--- src/rtl/amt_defines.svh ---
// Constants for the access module message timing block.
`ifndef AMT_DEFINES_SVH
`define AMT_DEFINES_SVH
// Clock period in ns.
`define AMT_CLK_NS 10
// Processing budget after the ACK, in ns, and derived cycles (round down).
`define AMT_ACF_BUDGET_NS 47000
`define AMT_ACF_BUDGET_CYC (`AMT_ACF_BUDGET_NS / `AMT_CLK_NS)
// Latest load point into the epoch, in ns (65,74 us), and cycles.
`define AMT_LOAD_LATEST_NS 65740
`define AMT_LOAD_LATEST_CYC (`AMT_LOAD_LATEST_NS / `AMT_CLK_NS)
// In token deadline, in ns (73,5 us), and cycles.
`define AMT_IN_TOKEN_NS 73500
`define AMT_IN_TOKEN_CYC (`AMT_IN_TOKEN_NS / `AMT_CLK_NS)
// Epoch length, in ns (87,8 us), and cycles.
`define AMT_EPOCH_NS 87800
`define AMT_EPOCH_CYC (`AMT_EPOCH_NS / `AMT_CLK_NS)
// Fixed latency of the field computation in cycles.
`define AMT_CALC_CYC 16
// Message type identifiers, first byte of each outbound packet and of each inbound reply.
`define AMT_ID_HEALTH_IND 8'h01
`define AMT_ID_HEALTH_RSP 8'h81
`define AMT_ID_FCOUNT_IND 8'h02
`define AMT_ID_ACF_IND 8'h03
`define AMT_ID_ACF_RSP 8'h83
`define AMT_ID_ACF_FAIL 8'hc3
`define AMT_ID_BR_IND 8'h04
`define AMT_ID_BR_RSP 8'h84
`define AMT_ID_BR_FAIL 8'hc4
`define AMT_ID_BA_IND 8'h05
`define AMT_ID_BA_RSP 8'h85
`define AMT_ID_BA_REJ 8'hc5
`define AMT_ID_GEN_FAIL 8'hff
// Error codes.
`define AMT_ERR_NONE 8'h00
`define AMT_ERR_UNKNOWN 8'h01
`define AMT_ERR_NO_FCOUNT 8'h02
`define AMT_ERR_POLICY 8'h03
`define AMT_ERR_TOO_MANY 8'h04
`define AMT_ERR_TOO_LONG 8'h05
`define AMT_ERR_LATE 8'h06
// Packet limits.
`define AMT_MAX_PKT 7'h40
`define AMT_MAX_BA 4'h9
`define AMT_BA_BYTES 3'h4
// Field widths.
`define AMT_FCOUNT_W 35
`endif

--- src/rtl/amt_pkg.sv ---
// Types for the access module message timing block.
package amt_pkg;
    typedef enum logic [4:0] {
        AMT_IDLE = 5'h01,
        AMT_RECV = 5'h02,
        AMT_CALC = 5'h04,
        AMT_SEND = 5'h08,
        AMT_DONE = 5'h10
    } amt_state_t;
endpackage

--- src/rtl/amt_store.sv ---
// Assignment store with registered read data.
`timescale 1ns/1ps
`default_nettype none
module amt_store #(
    parameter int DEPTH = 9,
    parameter int AW = 4,
    parameter int DW = 32
) (
    // Clock.
    input wire logic i_mclk,
    // Write port.
    input wire logic i_we,
    input wire logic [AW-1:0] i_waddr,
    input wire logic [DW-1:0] i_wdata,
    // Read port.
    input wire logic [AW-1:0] i_raddr,
    output logic [DW-1:0] o_rdata
);
    logic [DW-1:0] mem_r [DEPTH];
    logic [DW-1:0] rdata_r;

    // Memory holds no reset; only written slots are ever read as valid.
    always_ff @(posedge i_mclk) begin
        if (i_we && (32'(i_waddr) < DEPTH)) begin
            mem_r[i_waddr] <= i_wdata;
        end
        rdata_r <= (32'(i_raddr) < DEPTH) ? mem_r[i_raddr] : '0;
    end
    assign o_rdata = rdata_r;
endmodule
`default_nettype wire

--- src/rtl/amt_core.sv ---
// Message interpreter and epoch timing of the security module.
// Function
// - Every indication except frame count gets a response or a failure with error code.
// - Frame count indication is absorbed silently, no reply.
// - Health check indication is answered by a health check response.
// - Latest 35-bit frame number is held and used for field creation.
// - Creation answers the access control field, or a creation failure.
// - Whole creation cycle fits one 87.8 us epoch started by host.
// - Module takes outbound packet and acknowledges it.
// - Field loaded within 47 us of ACK, before 65,74 us into epoch; a later load only sets o_late.
// - Background work ends before the IN token appears; the IN token deadline is not checked.
// - Inbound data period ends 2 to 3,5 us before epoch end.
// - Policy-compliant request gets integrity code, else failure code.
// - Up to 9 assignments per indication are stored for later use.
// - Assignment response if all stored with no stray byte, reject if any rejected or a byte is left over.
// - Module is a full-speed device; host sends no start-of-frame.
// - No transfer exceeds 64 bytes; the code refuses only field creation packets longer than 64 bytes.
`timescale 1ns/1ps
`default_nettype none
`include "amt_defines.svh"
module amt_core #(
    parameter int ACF_BUDGET = `AMT_ACF_BUDGET_CYC,
    parameter int LOAD_LATEST = `AMT_LOAD_LATEST_CYC,
    parameter int EPOCH_CYC = `AMT_EPOCH_CYC,
    parameter int MAX_BA = 9
) (
    // Clock and reset.
    input wire logic i_mclk,
    input wire logic i_rst_n,
    // Epoch start strobe from the same clock domain.
    input wire logic i_epoch_start,
    // Outbound packet bytes from the USB function core.
    input wire logic i_rx_valid,
    input wire logic [7:0] i_rx_data,
    input wire logic i_rx_last,
    // Policy limit for bandwidth requests, from the key store.
    input wire logic [7:0] i_policy_max,
    // Inbound reply bytes toward the USB transmit buffer.
    output logic o_tx_valid,
    output logic [7:0] o_tx_data,
    output logic o_tx_last,
    // Rx acknowledge, frame count and status.
    output logic o_rx_ack,
    output logic [`AMT_FCOUNT_W-1:0] o_fcount,
    output logic o_tx_ready,
    output logic o_late,
    output logic [3:0] o_ba_count,
    output logic [31:0] o_ba_rdata
);
    ////////////////////////////////////////////////////////////////////
    // State.
    amt_pkg::amt_state_t st_r, st_nxt;
    logic [7:0] id_r, id_nxt;
    logic [6:0] len_r, len_nxt;
    logic [`AMT_FCOUNT_W-1:0] fc_r, fc_nxt;
    logic fc_ok_r, fc_ok_nxt;
    logic [31:0] acc_r, acc_nxt;
    logic [7:0] rsp_id_r, rsp_id_nxt;
    logic [7:0] err_r, err_nxt;
    logic [31:0] code_r, code_nxt;
    logic [2:0] txi_r, txi_nxt;
    logic tx_valid_r, tx_valid_nxt;
    logic [7:0] tx_data_r, tx_data_nxt;
    logic tx_last_r, tx_last_nxt;
    logic ack_r, ack_nxt;
    logic ready_r, ready_nxt;
    logic late_r, late_nxt;
    logic [15:0] ep_r, ep_nxt;
    logic [15:0] calc_r, calc_nxt;
    logic [3:0] ba_n_r, ba_n_nxt;
    logic [3:0] ba_cnt_r, ba_cnt_nxt;
    logic [31:0] ba_w_r, ba_w_nxt;
    logic [1:0] bi_r, bi_nxt;
    logic ba_bad_r, ba_bad_nxt;
    logic st_we;
    logic [31:0] st_rdata;

    // Mixes a byte into a running check word.
    function automatic logic [31:0] mix(input logic [31:0] a,
                                        input logic [7:0] b);
        mix = {a[30:0], a[31]} ^ {24'h0, b} ^ {a[7:0], 24'h0};
    endfunction

    // Byte of the reply word at a given index.
    function automatic logic [7:0] pick(input logic [31:0] w,
                                        input logic [2:0] i);
        case (i)
            3'h2: pick = w[31:24];
            3'h3: pick = w[23:16];
            3'h4: pick = w[15:8];
            default: pick = w[7:0];
        endcase
    endfunction

    ////////////////////////////////////////////////////////////////////
    // Stored assignments; the newest one is read back for packet approval.
    // With none stored the index wraps out of range and reads as zero.
    amt_store #(.DEPTH(MAX_BA), .AW(4), .DW(32)) u_store (
        .i_mclk(i_mclk),
        .i_we(st_we),
        .i_waddr(ba_n_r),
        .i_wdata(ba_w_nxt),
        .i_raddr(ba_cnt_r - 4'h1),
        .o_rdata(st_rdata)
    );

    ////////////////////////////////////////////////////////////////////
    // Next-state logic of the interpreter.
    always_comb begin
        st_nxt = st_r;
        id_nxt = id_r;
        len_nxt = len_r;
        fc_nxt = fc_r;
        fc_ok_nxt = fc_ok_r;
        acc_nxt = acc_r;
        rsp_id_nxt = rsp_id_r;
        err_nxt = err_r;
        code_nxt = code_r;
        txi_nxt = txi_r;
        tx_valid_nxt = 1'b0;
        tx_data_nxt = tx_data_r;
        tx_last_nxt = 1'b0;
        ack_nxt = 1'b0;
        ready_nxt = ready_r;
        late_nxt = late_r;
        calc_nxt = calc_r;
        ba_n_nxt = ba_n_r;
        ba_cnt_nxt = ba_cnt_r;
        ba_w_nxt = ba_w_r;
        bi_nxt = bi_r;
        ba_bad_nxt = ba_bad_r;
        st_we = 1'b0;
        // The epoch counter restarts on every host epoch strobe.
        ep_nxt = i_epoch_start ? 16'h0 : ep_r + 16'h1;
        if (i_epoch_start) begin
            ready_nxt = 1'b0;
        end
        case (st_r)
            amt_pkg::AMT_IDLE: begin
                if (i_rx_valid) begin
                    id_nxt = i_rx_data;
                    len_nxt = 7'h1;
                    acc_nxt = 32'h0;
                    fc_nxt = fc_r;
                    bi_nxt = 2'h0;
                    ba_n_nxt = 4'h0;
                    ba_bad_nxt = 1'b0;
                    st_nxt = i_rx_last ? amt_pkg::AMT_CALC
                                       : amt_pkg::AMT_RECV;
                    ack_nxt = i_rx_last;
                    calc_nxt = 16'h0;
                end
            end
            amt_pkg::AMT_RECV: begin
                if (i_rx_valid) begin
                    len_nxt = len_r + 7'h1;
                    acc_nxt = mix(acc_r, i_rx_data);
                    if (id_r == `AMT_ID_FCOUNT_IND && len_r < 7'h6) begin
                        // Frame number arrives most significant byte first.
                        fc_nxt = {fc_r[`AMT_FCOUNT_W-9:0], i_rx_data};
                    end
                    if (id_r == `AMT_ID_BA_IND) begin
                        ba_w_nxt = {ba_w_r[23:0], i_rx_data};
                        bi_nxt = bi_r + 2'h1;
                        if (bi_r == 2'h3) begin
                            if (ba_n_r < 4'(MAX_BA)) begin
                                st_we = 1'b1;
                                ba_n_nxt = ba_n_r + 4'h1;
                            end else begin
                                ba_bad_nxt = 1'b1;
                            end
                        end
                    end
                    if (i_rx_last) begin
                        st_nxt = amt_pkg::AMT_CALC;
                        ack_nxt = 1'b1;
                        calc_nxt = 16'h0;
                    end
                end
            end
            amt_pkg::AMT_CALC: begin
                calc_nxt = calc_r + 16'h1;
                if (calc_r == 16'(`AMT_CALC_CYC)) begin
                    txi_nxt = 3'h0;
                    st_nxt = amt_pkg::AMT_SEND;
                    err_nxt = `AMT_ERR_NONE;
                    code_nxt = acc_r;
                    case (id_r)
                        `AMT_ID_HEALTH_IND: begin
                            rsp_id_nxt = `AMT_ID_HEALTH_RSP;
                        end
                        `AMT_ID_FCOUNT_IND: begin
                            fc_ok_nxt = 1'b1;
                            st_nxt = amt_pkg::AMT_IDLE;
                        end
                        `AMT_ID_ACF_IND: begin
                            if (!fc_ok_r || len_r > `AMT_MAX_PKT) begin
                                rsp_id_nxt = `AMT_ID_ACF_FAIL;
                                err_nxt = `AMT_ERR_NO_FCOUNT;
                            end else begin
                                rsp_id_nxt = `AMT_ID_ACF_RSP;
                                code_nxt = acc_r ^ fc_r[31:0] ^
                                           {29'h0, fc_r[34:32]};
                            end
                        end
                        `AMT_ID_BR_IND: begin
                            if (acc_r[7:0] <= i_policy_max) begin
                                rsp_id_nxt = `AMT_ID_BR_RSP;
                                code_nxt = mix(acc_r, i_policy_max);
                            end else begin
                                rsp_id_nxt = `AMT_ID_BR_FAIL;
                                err_nxt = `AMT_ERR_POLICY;
                            end
                        end
                        `AMT_ID_BA_IND: begin
                            ba_cnt_nxt = ba_n_r;
                            if (ba_bad_r || bi_r != 2'h0) begin
                                rsp_id_nxt = `AMT_ID_BA_REJ;
                                err_nxt = `AMT_ERR_TOO_MANY;
                            end else begin
                                rsp_id_nxt = `AMT_ID_BA_RSP;
                            end
                        end
                        default: begin
                            rsp_id_nxt = `AMT_ID_GEN_FAIL;
                            err_nxt = `AMT_ERR_UNKNOWN;
                        end
                    endcase
                end
            end
            amt_pkg::AMT_SEND: begin
                // Reply: type, error, then four code bytes.
                tx_valid_nxt = 1'b1;
                txi_nxt = txi_r + 3'h1;
                case (txi_r)
                    3'h0: tx_data_nxt = rsp_id_r;
                    3'h1: tx_data_nxt = err_r;
                    default: tx_data_nxt = pick(code_r, txi_r);
                endcase
                if (txi_r == 3'h5) begin
                    tx_last_nxt = 1'b1;
                    st_nxt = amt_pkg::AMT_DONE;
                end
            end
            amt_pkg::AMT_DONE: begin
                ready_nxt = 1'b1;
                // A load past the budget is flagged for the firmware.
                if (32'(calc_r) > ACF_BUDGET ||
                    32'(ep_r) > LOAD_LATEST) begin
                    late_nxt = 1'b1;
                end
                st_nxt = amt_pkg::AMT_IDLE;
            end
            default: st_nxt = amt_pkg::AMT_IDLE;
        endcase
        if (!i_epoch_start && 32'(ep_r) >= EPOCH_CYC) begin
            ep_nxt = ep_r; // Saturate until the next epoch strobe.
        end
    end

    // Registers of the interpreter.
    always_ff @(posedge i_mclk or negedge i_rst_n) begin
        if (!i_rst_n) begin
            st_r <= amt_pkg::AMT_IDLE;
            id_r <= 8'h00;
            len_r <= 7'h00;
            fc_r <= '0;
            fc_ok_r <= 1'b0;
            acc_r <= 32'h0;
            rsp_id_r <= 8'h00;
            err_r <= 8'h00;
            code_r <= 32'h0;
            txi_r <= 3'h0;
            tx_valid_r <= 1'b0;
            tx_data_r <= 8'h00;
            tx_last_r <= 1'b0;
            ack_r <= 1'b0;
            ready_r <= 1'b0;
            late_r <= 1'b0;
            ep_r <= 16'h0;
            calc_r <= 16'h0;
            ba_n_r <= 4'h0;
            ba_cnt_r <= 4'h0;
            ba_w_r <= 32'h0;
            bi_r <= 2'h0;
            ba_bad_r <= 1'b0;
        end else begin
            st_r <= st_nxt;
            id_r <= id_nxt;
            len_r <= len_nxt;
            fc_r <= fc_nxt;
            fc_ok_r <= fc_ok_nxt;
            acc_r <= acc_nxt;
            rsp_id_r <= rsp_id_nxt;
            err_r <= err_nxt;
            code_r <= code_nxt;
            txi_r <= txi_nxt;
            tx_valid_r <= tx_valid_nxt;
            tx_data_r <= tx_data_nxt;
            tx_last_r <= tx_last_nxt;
            ack_r <= ack_nxt;
            ready_r <= ready_nxt;
            late_r <= late_nxt;
            ep_r <= ep_nxt;
            calc_r <= calc_nxt;
            ba_n_r <= ba_n_nxt;
            ba_cnt_r <= ba_cnt_nxt;
            ba_w_r <= ba_w_nxt;
            bi_r <= bi_nxt;
            ba_bad_r <= ba_bad_nxt;
        end
    end

    // Outputs straight from flip-flops.
    assign o_tx_valid = tx_valid_r;
    assign o_tx_data = tx_data_r;
    assign o_tx_last = tx_last_r;
    assign o_rx_ack = ack_r;
    assign o_fcount = fc_r;
    assign o_tx_ready = ready_r;
    assign o_late = late_r;
    assign o_ba_count = ba_cnt_r;
    assign o_ba_rdata = st_rdata;
endmodule
`default_nettype wire

--- config.mk ---
export PLATFORM = sky130hd
export DESIGN_NAME = amt_core
export DESIGN_NICKNAME = d
export VERILOG_FILES = /design/src/rtl/amt_pkg.sv /design/src/rtl/amt_store.sv /design/src/rtl/amt_core.sv
export VERILOG_INCLUDE_DIRS = /design/src /design/src/rtl
export SDC_FILE = /design/constraint.sdc
export NUM_CORES = 1
export LEC_CHECK = 0
export BUFFER_PORTS_ARGS = -buffer_cell sky130_fd_sc_hd__buf_2
export CORE_MARGIN = 8
export CORE_UTILIZATION = 65
export DETAILED_ROUTE_END_ITERATION = 12
export PLACE_DENSITY_LB_ADDON = 0.08
export SETUP_SLACK_MARGIN = 0.4
export SYNTH_ARGS = -nofsm -noshare
export SYNTH_HDL_FRONTEND = slang
export SYNTH_SLANG_ARGS = --single-unit
--- constraint.sdc ---
create_clock -name i_mclk -period 8.9 [get_ports i_mclk]
set_input_delay 0 -clock i_mclk [delete_from_list [all_inputs] [get_ports i_mclk]]
set_output_delay 0 -clock i_mclk [all_outputs]
set_load 0.05 [all_outputs]
Word level (Yosys, flattened, before mapping)
Memory sizes are Yosys's and may differ from the RTL's. A register that Yosys moved wholly into a read port is not among the register bits. Index checks and enable logic that the tools add are counted.

Register bits: 227. Bits in writable memories: 288. Input port bits: 21. Output and inout bits: 84. Memories kept: 1.

Add/sub/neg operators: 7. $lt $le $gt $ge: 9. Equal/unequal tests: 26. Muxes and demuxes: 69. Bitwise logic cells: 7. Reduce and logical (&&, ||, !) cells: 30.

Memory list: u_store.mem_r (depth 9, width 32, read ports 1, clocked after memory_dff 1, wr ports 1, RTL line amt_store.sv:19) `logic [DW-1:0] mem_r [DEPTH];`.

Operators with widths (count): $mux 32 (7); $pmux 32 s2 (2); $xor 32x32->32 (3); $mux 16 (4); $xor 32x8->32 (2); $pmux 16 s3 (1); $pmux 8 s5 (1); $mux 7 (5); $add 16x1->16 const B (2); $gt 16x13->1 const B (2); $xor 32x3->32 (1); $mux 5 (5); $mux 4 (6); $pmux 8 s3 (1); $mux 1 (20); $pmux 5 s4 (1); $ne 2x2->1 const B (9); $eq 16x5->1 const B (1); $eq 8x2->1 const B (2); $eq 8x3->1 const B (2); $ge 16x14->1 const B (1); $pmux 8 s2 (1); $reduce_and 3->1 (5); $pmux 7 s2 (1); 38 further kinds (63).

Longest topological paths before layout
Gate-level depths: netlist of the first run.

Word-level depth: 9. Depth in mapped cells: 10. Mapped depth without buffers: 8.

Cells and area by module
A second synthesis of the first run with hierarchy kept.

Cell total of the unflattened synthesis: 1705. Area, all modules: 22819.4 µm².

By module, submodules not included: amt_store (instances 1, cells an instance 614, area each 11866.4 µm², sequential area each 9288.9 µm²); amt_core (instances 1, cells an instance 1091, area each 10953.0 µm², sequential area each 5506.5 µm²).

Worst setup path before layout of the first run
Ideal clock, no wire load.

Path type: reg-to-reg. From: reg id_r[6]. To: mem u_store.mem_r[8][0] (enable). Setup time: 0.461 ns. Data arrival time: 3.857 ns. Required time: 8.439 ns. Setup slack: 4.581 ns. Stages on the path, launching flop included: 7. Buffers on the path: 1. Period minus slack after synthesis: 4.319 ns. Cell sequence: dfrtp_1 nor4_2 nand4_1 or3_1 buf_2 nand2b_4 nor3_1.

Longest elaborated chain between the ends: 7.

RTL lines: from (decl) (RTL line amt_core.sv:53) `logic [7:0] id_r, id_nxt;`; from (signal assigned) (RTL line amt_core.sv:289) `id_r <= id_nxt;`; $eq 8x3->1; $mux 1 (RTL line amt_core.sv:162) `` if (id_r == `AMT_ID_BA_IND) begin ``; $mux 1 (RTL line amt_core.sv:155) `if (i_rx_valid) begin`; $mux 1 (RTL line amt_core.sv:138) `case (st_r)`; $logic_and 1x1->1 (RTL line amt_store.sv:24) `if (i_we && (32'(i_waddr) < DEPTH)) begin`; $mux 1 (RTL line amt_store.sv:24); $mux 1 (not written as such) (RTL line amt_store.sv:25) `mem_r[i_waddr] <= i_wdata;`; to (decl) (RTL line amt_store.sv:19).

No other way between the ends.

Worst setup path in the final report of the first run
From: reg id_r[6]. To: mem u_store.mem_r[3][3] (enable).

The elaborated chain is that of the path after synthesis.

==> results.sh, run 1 <==
export IMPL_outcome="completed"
export IMPL_chipWidth_um=202
export IMPL_hold_violations=0
export IMPL_final_period_utilization=0.384
export IMPL_globalRouteOverflowTotal=0
export IMPL_timing_final_setup_violations=0
export IMPL_synthSimpleGateAreaFrac=0.0870
export IMPL_groute_usage_overall=0.252
export IMPL_crit_fanout=34
export IMPL_synth_fa_ha_area_frac=0.0151
export IMPL_worstPathCellList="nor4_2, nand4_1, or3_1, buf_4, nand2b_4, nor3_2, and2_2"
export IMPL_multi_input_combinational_cell_area_um2=7160
export IMPL_detail_route_vias_per_cell=6.29
export IMPL_post_route_cells_drive_above_1_share=0.214
export IMPL_cts_buffer_depth=3
export IMPL_core_um2=34200
export IMPL_yosys_area_share_xor_xnor=0.0184
export IMPL_largest_net_degree_at_the_start_of_global_routing=102
export IMPL_post_cts_repair_timing_setup_buffer_count=0
export IMPL_rsz0062_at_grt="no"
export IMPL_grt_pass1_vias=13860
export IMPL_slew_viols_final=0
export IMPL_critPathSlowestCell="and2_2"
export IMPL_critical_path_endpoint_type="register"
export IMPL_crit_arrival_ps=3610
export IMPL_drt_pass1_iter_count=6
export IMPL_area_delta_synth_final_pct=12.4
export IMPL_starting_density_of_the_core=0.655
export IMPL_syn_cell_area_um2=22400
export IMPL_total_leakage_power_nw=10.1
export IMPL_final_cell_mix="edfxtp_1, dfrtp_1, nand2_1, o21ai_0, buf_2"
export IMPL_yosys_register_bits=540
export IMPL_timing_final_crit_period_ps=3410
export IMPL_register_area_um2=14800
export IMPL_dieHeight_um=202
export IMPL_synth_warnings=0
export IMPL_critPathLaunchType="register"
export IMPL_number_of_buffers_created_by_cts=52
export IMPL_routabilityCongestion=0.891
export IMPL_cts_hold_buffers_added=20
export IMPL_synthDistinctLibCells=69
export IMPL_synth_top_family_by_area="multiplexers"
export IMPL_final_fill_count=2168
export IMPL_cts_tree="built"
export IMPL_cp_slowest_stage_delay_ps=810
export IMPL_post_cts_resize_count=0
export IMPL_remaining_drc_errors=0
export IMPL_drv_max_cap_violation_count=0
export IMPL_routed_wire_length_per_instance_um=23.6
export IMPL_async_flop_share=0.407
export IMPL_layout_nets=1742
export IMPL_setup_tns_final_ps=0
export IMPL_initial_antenna_violation_count=1
export IMPL_synth_top_flop_cell="edfxtp_1"
export IMPL_cp_data_required_time_ps=9100
export IMPL_min_path_type="in2async"
export IMPL_synth_area_per_cell_um2=14.1
export IMPL_fin_skew_ps=18.4
export IMPL_detail_route_antenna_nets=0
export IMPL_r2r_worst_path_cells=7
export IMPL_fp_dieArea_um2=40700
export IMPL_cts_htree_levels=2
export IMPL_total_power_w=0.00548
export IMPL_path_clk_slew_ps=60
export IMPL_synth_sequential_area_ratio=0.660
export IMPL_gate_count_post_synth=1590
export IMPL_cts_sinks=540
export IMPL_final_common_cell="edfxtp_1"
export IMPL_timing_slew_headroom=0.312
export IMPL_wirelength_um=51700
export IMPL_hpwl_um=32000
export IMPL_io_buffer_count=104
export IMPL_critPathKind="reg2reg"
export IMPL_vdd_drop_max_v=0.000194
export IMPL_clock_latency_ps=570
export IMPL_synth_edf_count=288
export IMPL_cts_root_buf="clkbuf_16"
export IMPL_syn_nets=1638
export IMPL_num_io_pins=105
export IMPL_compound_gate_fraction_of_synth_area=0.0845
export IMPL_dr_total_vias=13789
export IMPL_floorplan_rows=68
export IMPL_detailed_router_s_first_iteration_violation_count=1232
export IMPL_grt_first_pass_wirelength_um=80500
export IMPL_clock_fmax_mhz=293
export IMPL_power_density_nw_per_um2=217
export IMPL_synth_area_mux_share=0.113
export IMPL_worst_slew_pin_transition_ps=1030
==> Yosys cell counts (all sizes together) (3+ instances only) <==
master     n  area [um2]
nor3      14        91.3
a211oi     4        30.0
nor4       4        31.3
o22a       8        70.1
nand4     33         206
o32a       3        30.0
nand2    137         514
or3        3        23.8
edfxtp   288        8650
buf       34         178
xor2      25         219
a222oi     8        80.1
nor2      81         304
a2bb2oi    8        70.1
mux2i     19         190
mux4      64        1440
and2      13        81.3
ha        27         338
a21oi     80         400
mux2      79         890
nand2b     5        38.8
a22o      21         184
nor2b     10        62.6
inv       28         105
o211ai     3        22.5
clkbuf    57         214
nor3b      4        40.0
dfrtp    219        5480
o21ai    107         536
xnor2     22         193
dfxtp     32         641
and3      46         288
nand3     37         185
a221oi    14         123
a31oi     22         138
==> logic make-up after synthesis <==
| logic type | count (synthesis) |
|---|---|
| buffers and inverters | 119 |
| and+or+nand+nor | 397 |
| adders and majority gates | 27 |
| xor gates and xnor gates | 47 |
| muxes | 162 |
| AOI/OAI and AO/OA | 298 |
| DFF | 540 |
==> per-layer routing <==
metal  track usage  up-vias  routed length, um
li1              -     6191                  -
met1         0.346     6986              21400
met2         0.412      519              25600
met3        0.0439       93               3310
met4        0.0777        0               1420
met5             0        -                  0
==> through the flow <==
step,area (um2),instances,worst slack [ps],utilization,hold slack [ps]
2_1_floorplan,22400,1590,4580,-,-296
3_3_place_gp,23300,2075,5580,0.681,84.7
3_5_place_dp,23300,2075,5490,0.681,85.7
4_1_cts,25200,2191,5470,0.736,62.5
5_1_grt,25200,2192,5240,0.737,76.4
6_report,25200,2192,5490,0.737,13.9
==> critical path, delay by kind of cell, from the launching register on <==
family	cells	cell delay, ps
AND/OR/NAND/NOR	6	2360
flip-flops	1	380
buffers and inverters	1	270
==> cell type report <==
| cell class | instances | share of cell area |
|---|---|---|
| Clock buffer | 68 | 0.0560 |
| Multi-Input combinational cell | 931 | 0.284 |
| Timing Repair Buffer | 141 | 0.0341 |
| Inverter | 28 | 0.00417 |
| Sequential cell | 540 | 0.587 |
| Tap cell | 455 | 0.0226 |
| Antenna cell | 1 | 0.0000993 |
| Clock inverter | 28 | 0.0111 |
==> report_power, final <==
group	total, W	switching (W)	leakage (nW)	internal [W]
registers	0.00281	0.000115	5.89	0.00270
clock network	0.00220	0.000934	0.829	0.00126
logic	0.000467	0.000287	3.38	0.000180
total	0.00548	0.00134	10.1	0.00414
==> path summary, 6_finish.rpt <==
check / slack (ps) / start / to
min: 10 / i_rst_n / calc_r[9]
max reg2reg: 5490 / id_r[6] / u_store.mem_r[3][3]
min in group i_mclk: 270 / i_rx_last / o_rx_ack
min reg2reg: 470 / o_late / o_late
max in group asynchronous: 6720 / i_rst_n / o_fcount[6]
max: 5490 / id_r[6] / u_store.mem_r[3][3]
==> state kept, by name, indices dropped and copies added (netlist names), 4 cells and up <==
| register | cells |
|---|---|
| o_tx_data | 8 |
| id_r | 8 |
| u_store.o_rdata | 32 |
| o_ba_count | 4 |
| len_r | 7 |
| rsp_id_r | 6 |
| st_r | 5 |
| code_r | 32 |
| acc_r | 32 |
| ba_w_r | 32 |
| calc_r | 16 |
| ba_n_r | 4 |
| u_store.mem_r | 288 |
| ep_r | 16 |
| o_fcount | 35 |
Power figures use the tool's default switching activity.
==> run 2: changes to the inputs <==
--- a/config.mk
+++ b/config.mk
@@ -6,9 +6,10 @@
 export SDC_FILE = /design/constraint.sdc
 export NUM_CORES = 1
 export LEC_CHECK = 0
+export ABC_AREA = 1
 export BUFFER_PORTS_ARGS = -buffer_cell sky130_fd_sc_hd__buf_2
 export CORE_MARGIN = 8
-export CORE_UTILIZATION = 65
+export CORE_UTILIZATION = 56
 export DETAILED_ROUTE_END_ITERATION = 12
 export PLACE_DENSITY_LB_ADDON = 0.08
 export SETUP_SLACK_MARGIN = 0.4
==> constraint.sdc (replaced) <==
create_clock -name i_mclk -period 2.8 [get_ports i_mclk]
set_input_delay 0 -clock i_mclk [delete_from_list [all_inputs] [get_ports i_mclk]]
set_output_delay 0 -clock i_mclk [all_outputs]
set_load 0.05 [all_outputs]
==> run 2 against run 1 <==
Combinational power rose to 7.7 times the previous value; die area rose by 23%; highest routed layer unchanged; clock power rose to 3.5 times the previous value; cell count rose by 45%; synthesized area rose by 8.0%; largest power group unchanged; via count rose by 33%; largest cell class unchanged; clock skew rose by 2.2 ps; sequential share of layout area fell by 5.9 points; sequential power rose to 3.3 times the previous value.
==> results.sh, run 2 <==
export IMPL_yosys_register_bits=540
export IMPL_remaining_drc_errors=0
export IMPL_cp_data_required_time_ps=3110
export IMPL_outcome="completed"
export IMPL_syn_cell_area_um2=24200
export IMPL_gate_count_post_synth=2433
export IMPL_fp_dieArea_um2=50100
export IMPL_grt_pass1_vias=17838
export IMPL_worstPathCellList="nor2_4, nand3_4, nor2_8, nand2_8, nor3_4, buf_4, nand3_4, nor2_4, buf_12, buf_16"
export IMPL_timing_final_setup_violations=0
export IMPL_syn_nets=2481
export IMPL_total_leakage_power_nw=12.6
export IMPL_wirelength_um=65100
export IMPL_setup_tns_final_ps=0
export IMPL_cts_tree="built"
export IMPL_initial_antenna_violation_count=0
export IMPL_place_inst=3037
export IMPL_cp_slowest_stage_delay_ps=430
export IMPL_routabilityCongestion=0.882
export IMPL_post_synth_top_count_cell="nand2_1"
export IMPL_diodes=0
export IMPL_synth_top_cells_by_area="edfxtp_1, dfrtp_1, nand2_1"
export IMPL_io_buffer_count=104
export IMPL_detailed_router_s_first_iteration_violation_count=1497
export IMPL_critPathLaunchType="register"
export IMPL_dr_total_vias=18334
export IMPL_path_clk_slew_ps=70
export IMPL_clock_latency_ps=610
export IMPL_synth_common_cells="nand2_1, edfxtp_1, nor2_1"
export IMPL_hold_violations=0
export IMPL_synth_warnings=0
export IMPL_cts_root_buf="clkbuf_16"
export IMPL_min_path_type="in2async"
export IMPL_detail_route_vias_per_cell=5.76
export IMPL_floorplan_rows=76
export IMPL_drt_pass1_iter_count=6
export IMPL_timing_final_crit_period_ps=2270
export IMPL_cts_buffer_depth=3
export IMPL_async_flop_share=0.407
export IMPL_cts_htree_levels=2
export IMPL_layout_nets=2598
export IMPL_clock_fmax_mhz=440
export IMPL_synth_largest_area_cell="edfxtp_1"
export IMPL_detail_route_antenna_nets=0
export IMPL_post_route_util=0.653
export IMPL_synth_area_per_cell_um2=9.95
export IMPL_area_delta_synth_final_pct=15.7
export IMPL_slew_viols_final=0
export IMPL_critical_path_endpoint_type="register"
export IMPL_worst_r2r_setup_slack_ps=530
export IMPL_final_cell_mix="nand2_1, edfxtp_1, nor2_1, dfrtp_1, inv_1"
export IMPL_dpl_instance_area_um2=25500
export IMPL_groute_usage_overall=0.260
export IMPL_rsz0062_at_grt="no"
export IMPL_routed_wire_length_per_instance_um=20.5
export IMPL_synth_edf_count=288
export IMPL_number_of_buffers_created_by_cts=56
export IMPL_finalInstanceArea_um2=28000
export IMPL_fin_skew_ps=20.5
export IMPL_yosysTopAreaCellShare=0.357
export IMPL_r2r_start="st_r[2]"
export IMPL_globalRouteOverflowTotal=0
export IMPL_grt_first_pass_wirelength_um=102000
export IMPL_num_io_pins=105
export IMPL_synth_top_flop_cell="edfxtp_1"
export IMPL_critPathKind="reg2reg"
export IMPL_final_period_utilization=0.812
export IMPL_synthDistinctLibCells=57
export IMPL_synth_sequential_area_ratio=0.611
export IMPL_r2r_worst_path_cells=10
export IMPL_chipWidth_um=224
export IMPL_hpwl_um=37600
export IMPL_post_route_cells_drive_above_1_share=0.134
export IMPL_critPathSlowestCell="dfrtp_1"
export IMPL_final_common_cell="nand2_1"
export IMPL_core_um2=42900
export IMPL_worst_slew_pin_transition_ps=968
export IMPL_starting_density_of_the_core=0.564
export IMPL_crit_fanout=16
export IMPL_power_density_nw_per_um2=733
export IMPL_cts_sinks=540
export IMPL_timing_slew_headroom=0.348
export IMPL_largest_register_ff_count=288
export IMPL_dieHeight_um=224
export IMPL_stdcell_count=3182
export IMPL_largest_net_degree_at_the_start_of_global_routing=129
export IMPL_crit_arrival_ps=2590
export IMPL_vdd_drop_max_v=0.000842
export IMPL_drv_max_cap_violation_count=0
export IMPL_crit_reg2reg_capture="u_store.mem_r[3][29]"
export IMPL_max_flop_register="u_store.mem_r"
==> run 2: changes by cell type after synthesis, moves of 32 or more <==
cell,change
inv_1,+183
a21oi_1,-34
nor2_1,+198
and3_1,-46
o22ai_1,+100
nand3_1,+168
o21ai_1,+37
mux2_2,-76
nand2_1,+283
o21ai_0,+75
buf_2,+32
mux4_2,-64
==> run 2: worst max-delay path, delay by kind of cell, from the launching register on <==
kind          cells  cell delay, ps
buf+inv           3             470
flops             1             430
simple gates      7            1080
==> run 2: stage by stage <==
stage	power (W)	hold slack [ps]	worst slack [ps]
floorplan	0.0117	-296	176
global placement	0.0127	-6.83	234
detailed placement	0.0128	-4.86	159
CTS	0.0206	26.3	405
global route	0.0214	54.7	409
finish	0.0205	52.6	526
==> run 2: worst max path at each step <==
stage / start / endpoint / slack (ps)
floorplan: id_r[5] / u_store.mem_r[3][0] / 180
global placement: id_r[5] / u_store.mem_r[2][25] / 230
detailed placement: id_r[7] / u_store.mem_r[3][25] / 160
CTS: st_r[2] / u_store.mem_r[3][8] / 410
global route: st_r[2] / u_store.mem_r[2][4] / 410
finish: st_r[2] / u_store.mem_r[3][29] / 530
==> run 2: cells by family after synthesis <==
| family | synth area share |
|---|---|
| simple gates | 0.187 |
| compound gates | 0.0990 |
| fa+ha+maj | 0.0140 |
| mux | 0.0133 |
| flops | 0.611 |
| buf+inv | 0.0600 |
| xor+xnor | 0.0159 |
==> run 2: power breakdown <==
part           leakage (nW)  internal (W)  switching, W
clock network         0.947       0.00460       0.00313
logic                  5.60       0.00105       0.00253
registers              6.10       0.00875      0.000460
total                  12.6        0.0144       0.00612
==> run 2: area by class of cell <==
type                    instances  area (um2)
repair buffers                181        1550
multi-input cells            1543        8130
inverters                     228         871
clock buffers                  72        1530
well taps                     585         732
fillers                      3372       14900
clock inverters                33         384
flip-flops and latches        540       14800
==> run 2: timing repair <==
action | CTS | global route
resized for setup | 11 | 11
gates cloned | 5 | 0
hold buffers | 22 | 0
pin swaps | 7 | 2
setup buffers | 13 | 0
setup endpoints to repair | 324 | 223
endpoints found under the hold margin | 279 | 0
==> run 2: per-layer routing <==
| metal | wire length [um] | GRT usage | vias up |
|---|---|---|---|
| met4 | 2100 | 0.0918 | 0 |
| met3 | 4980 | 0.0522 | 133 |
| met1 | 27000 | 0.347 | 8938 |
| met2 | 31000 | 0.421 | 708 |
| met5 | 0 | 0 | - |
| li1 | - | - | 8555 |
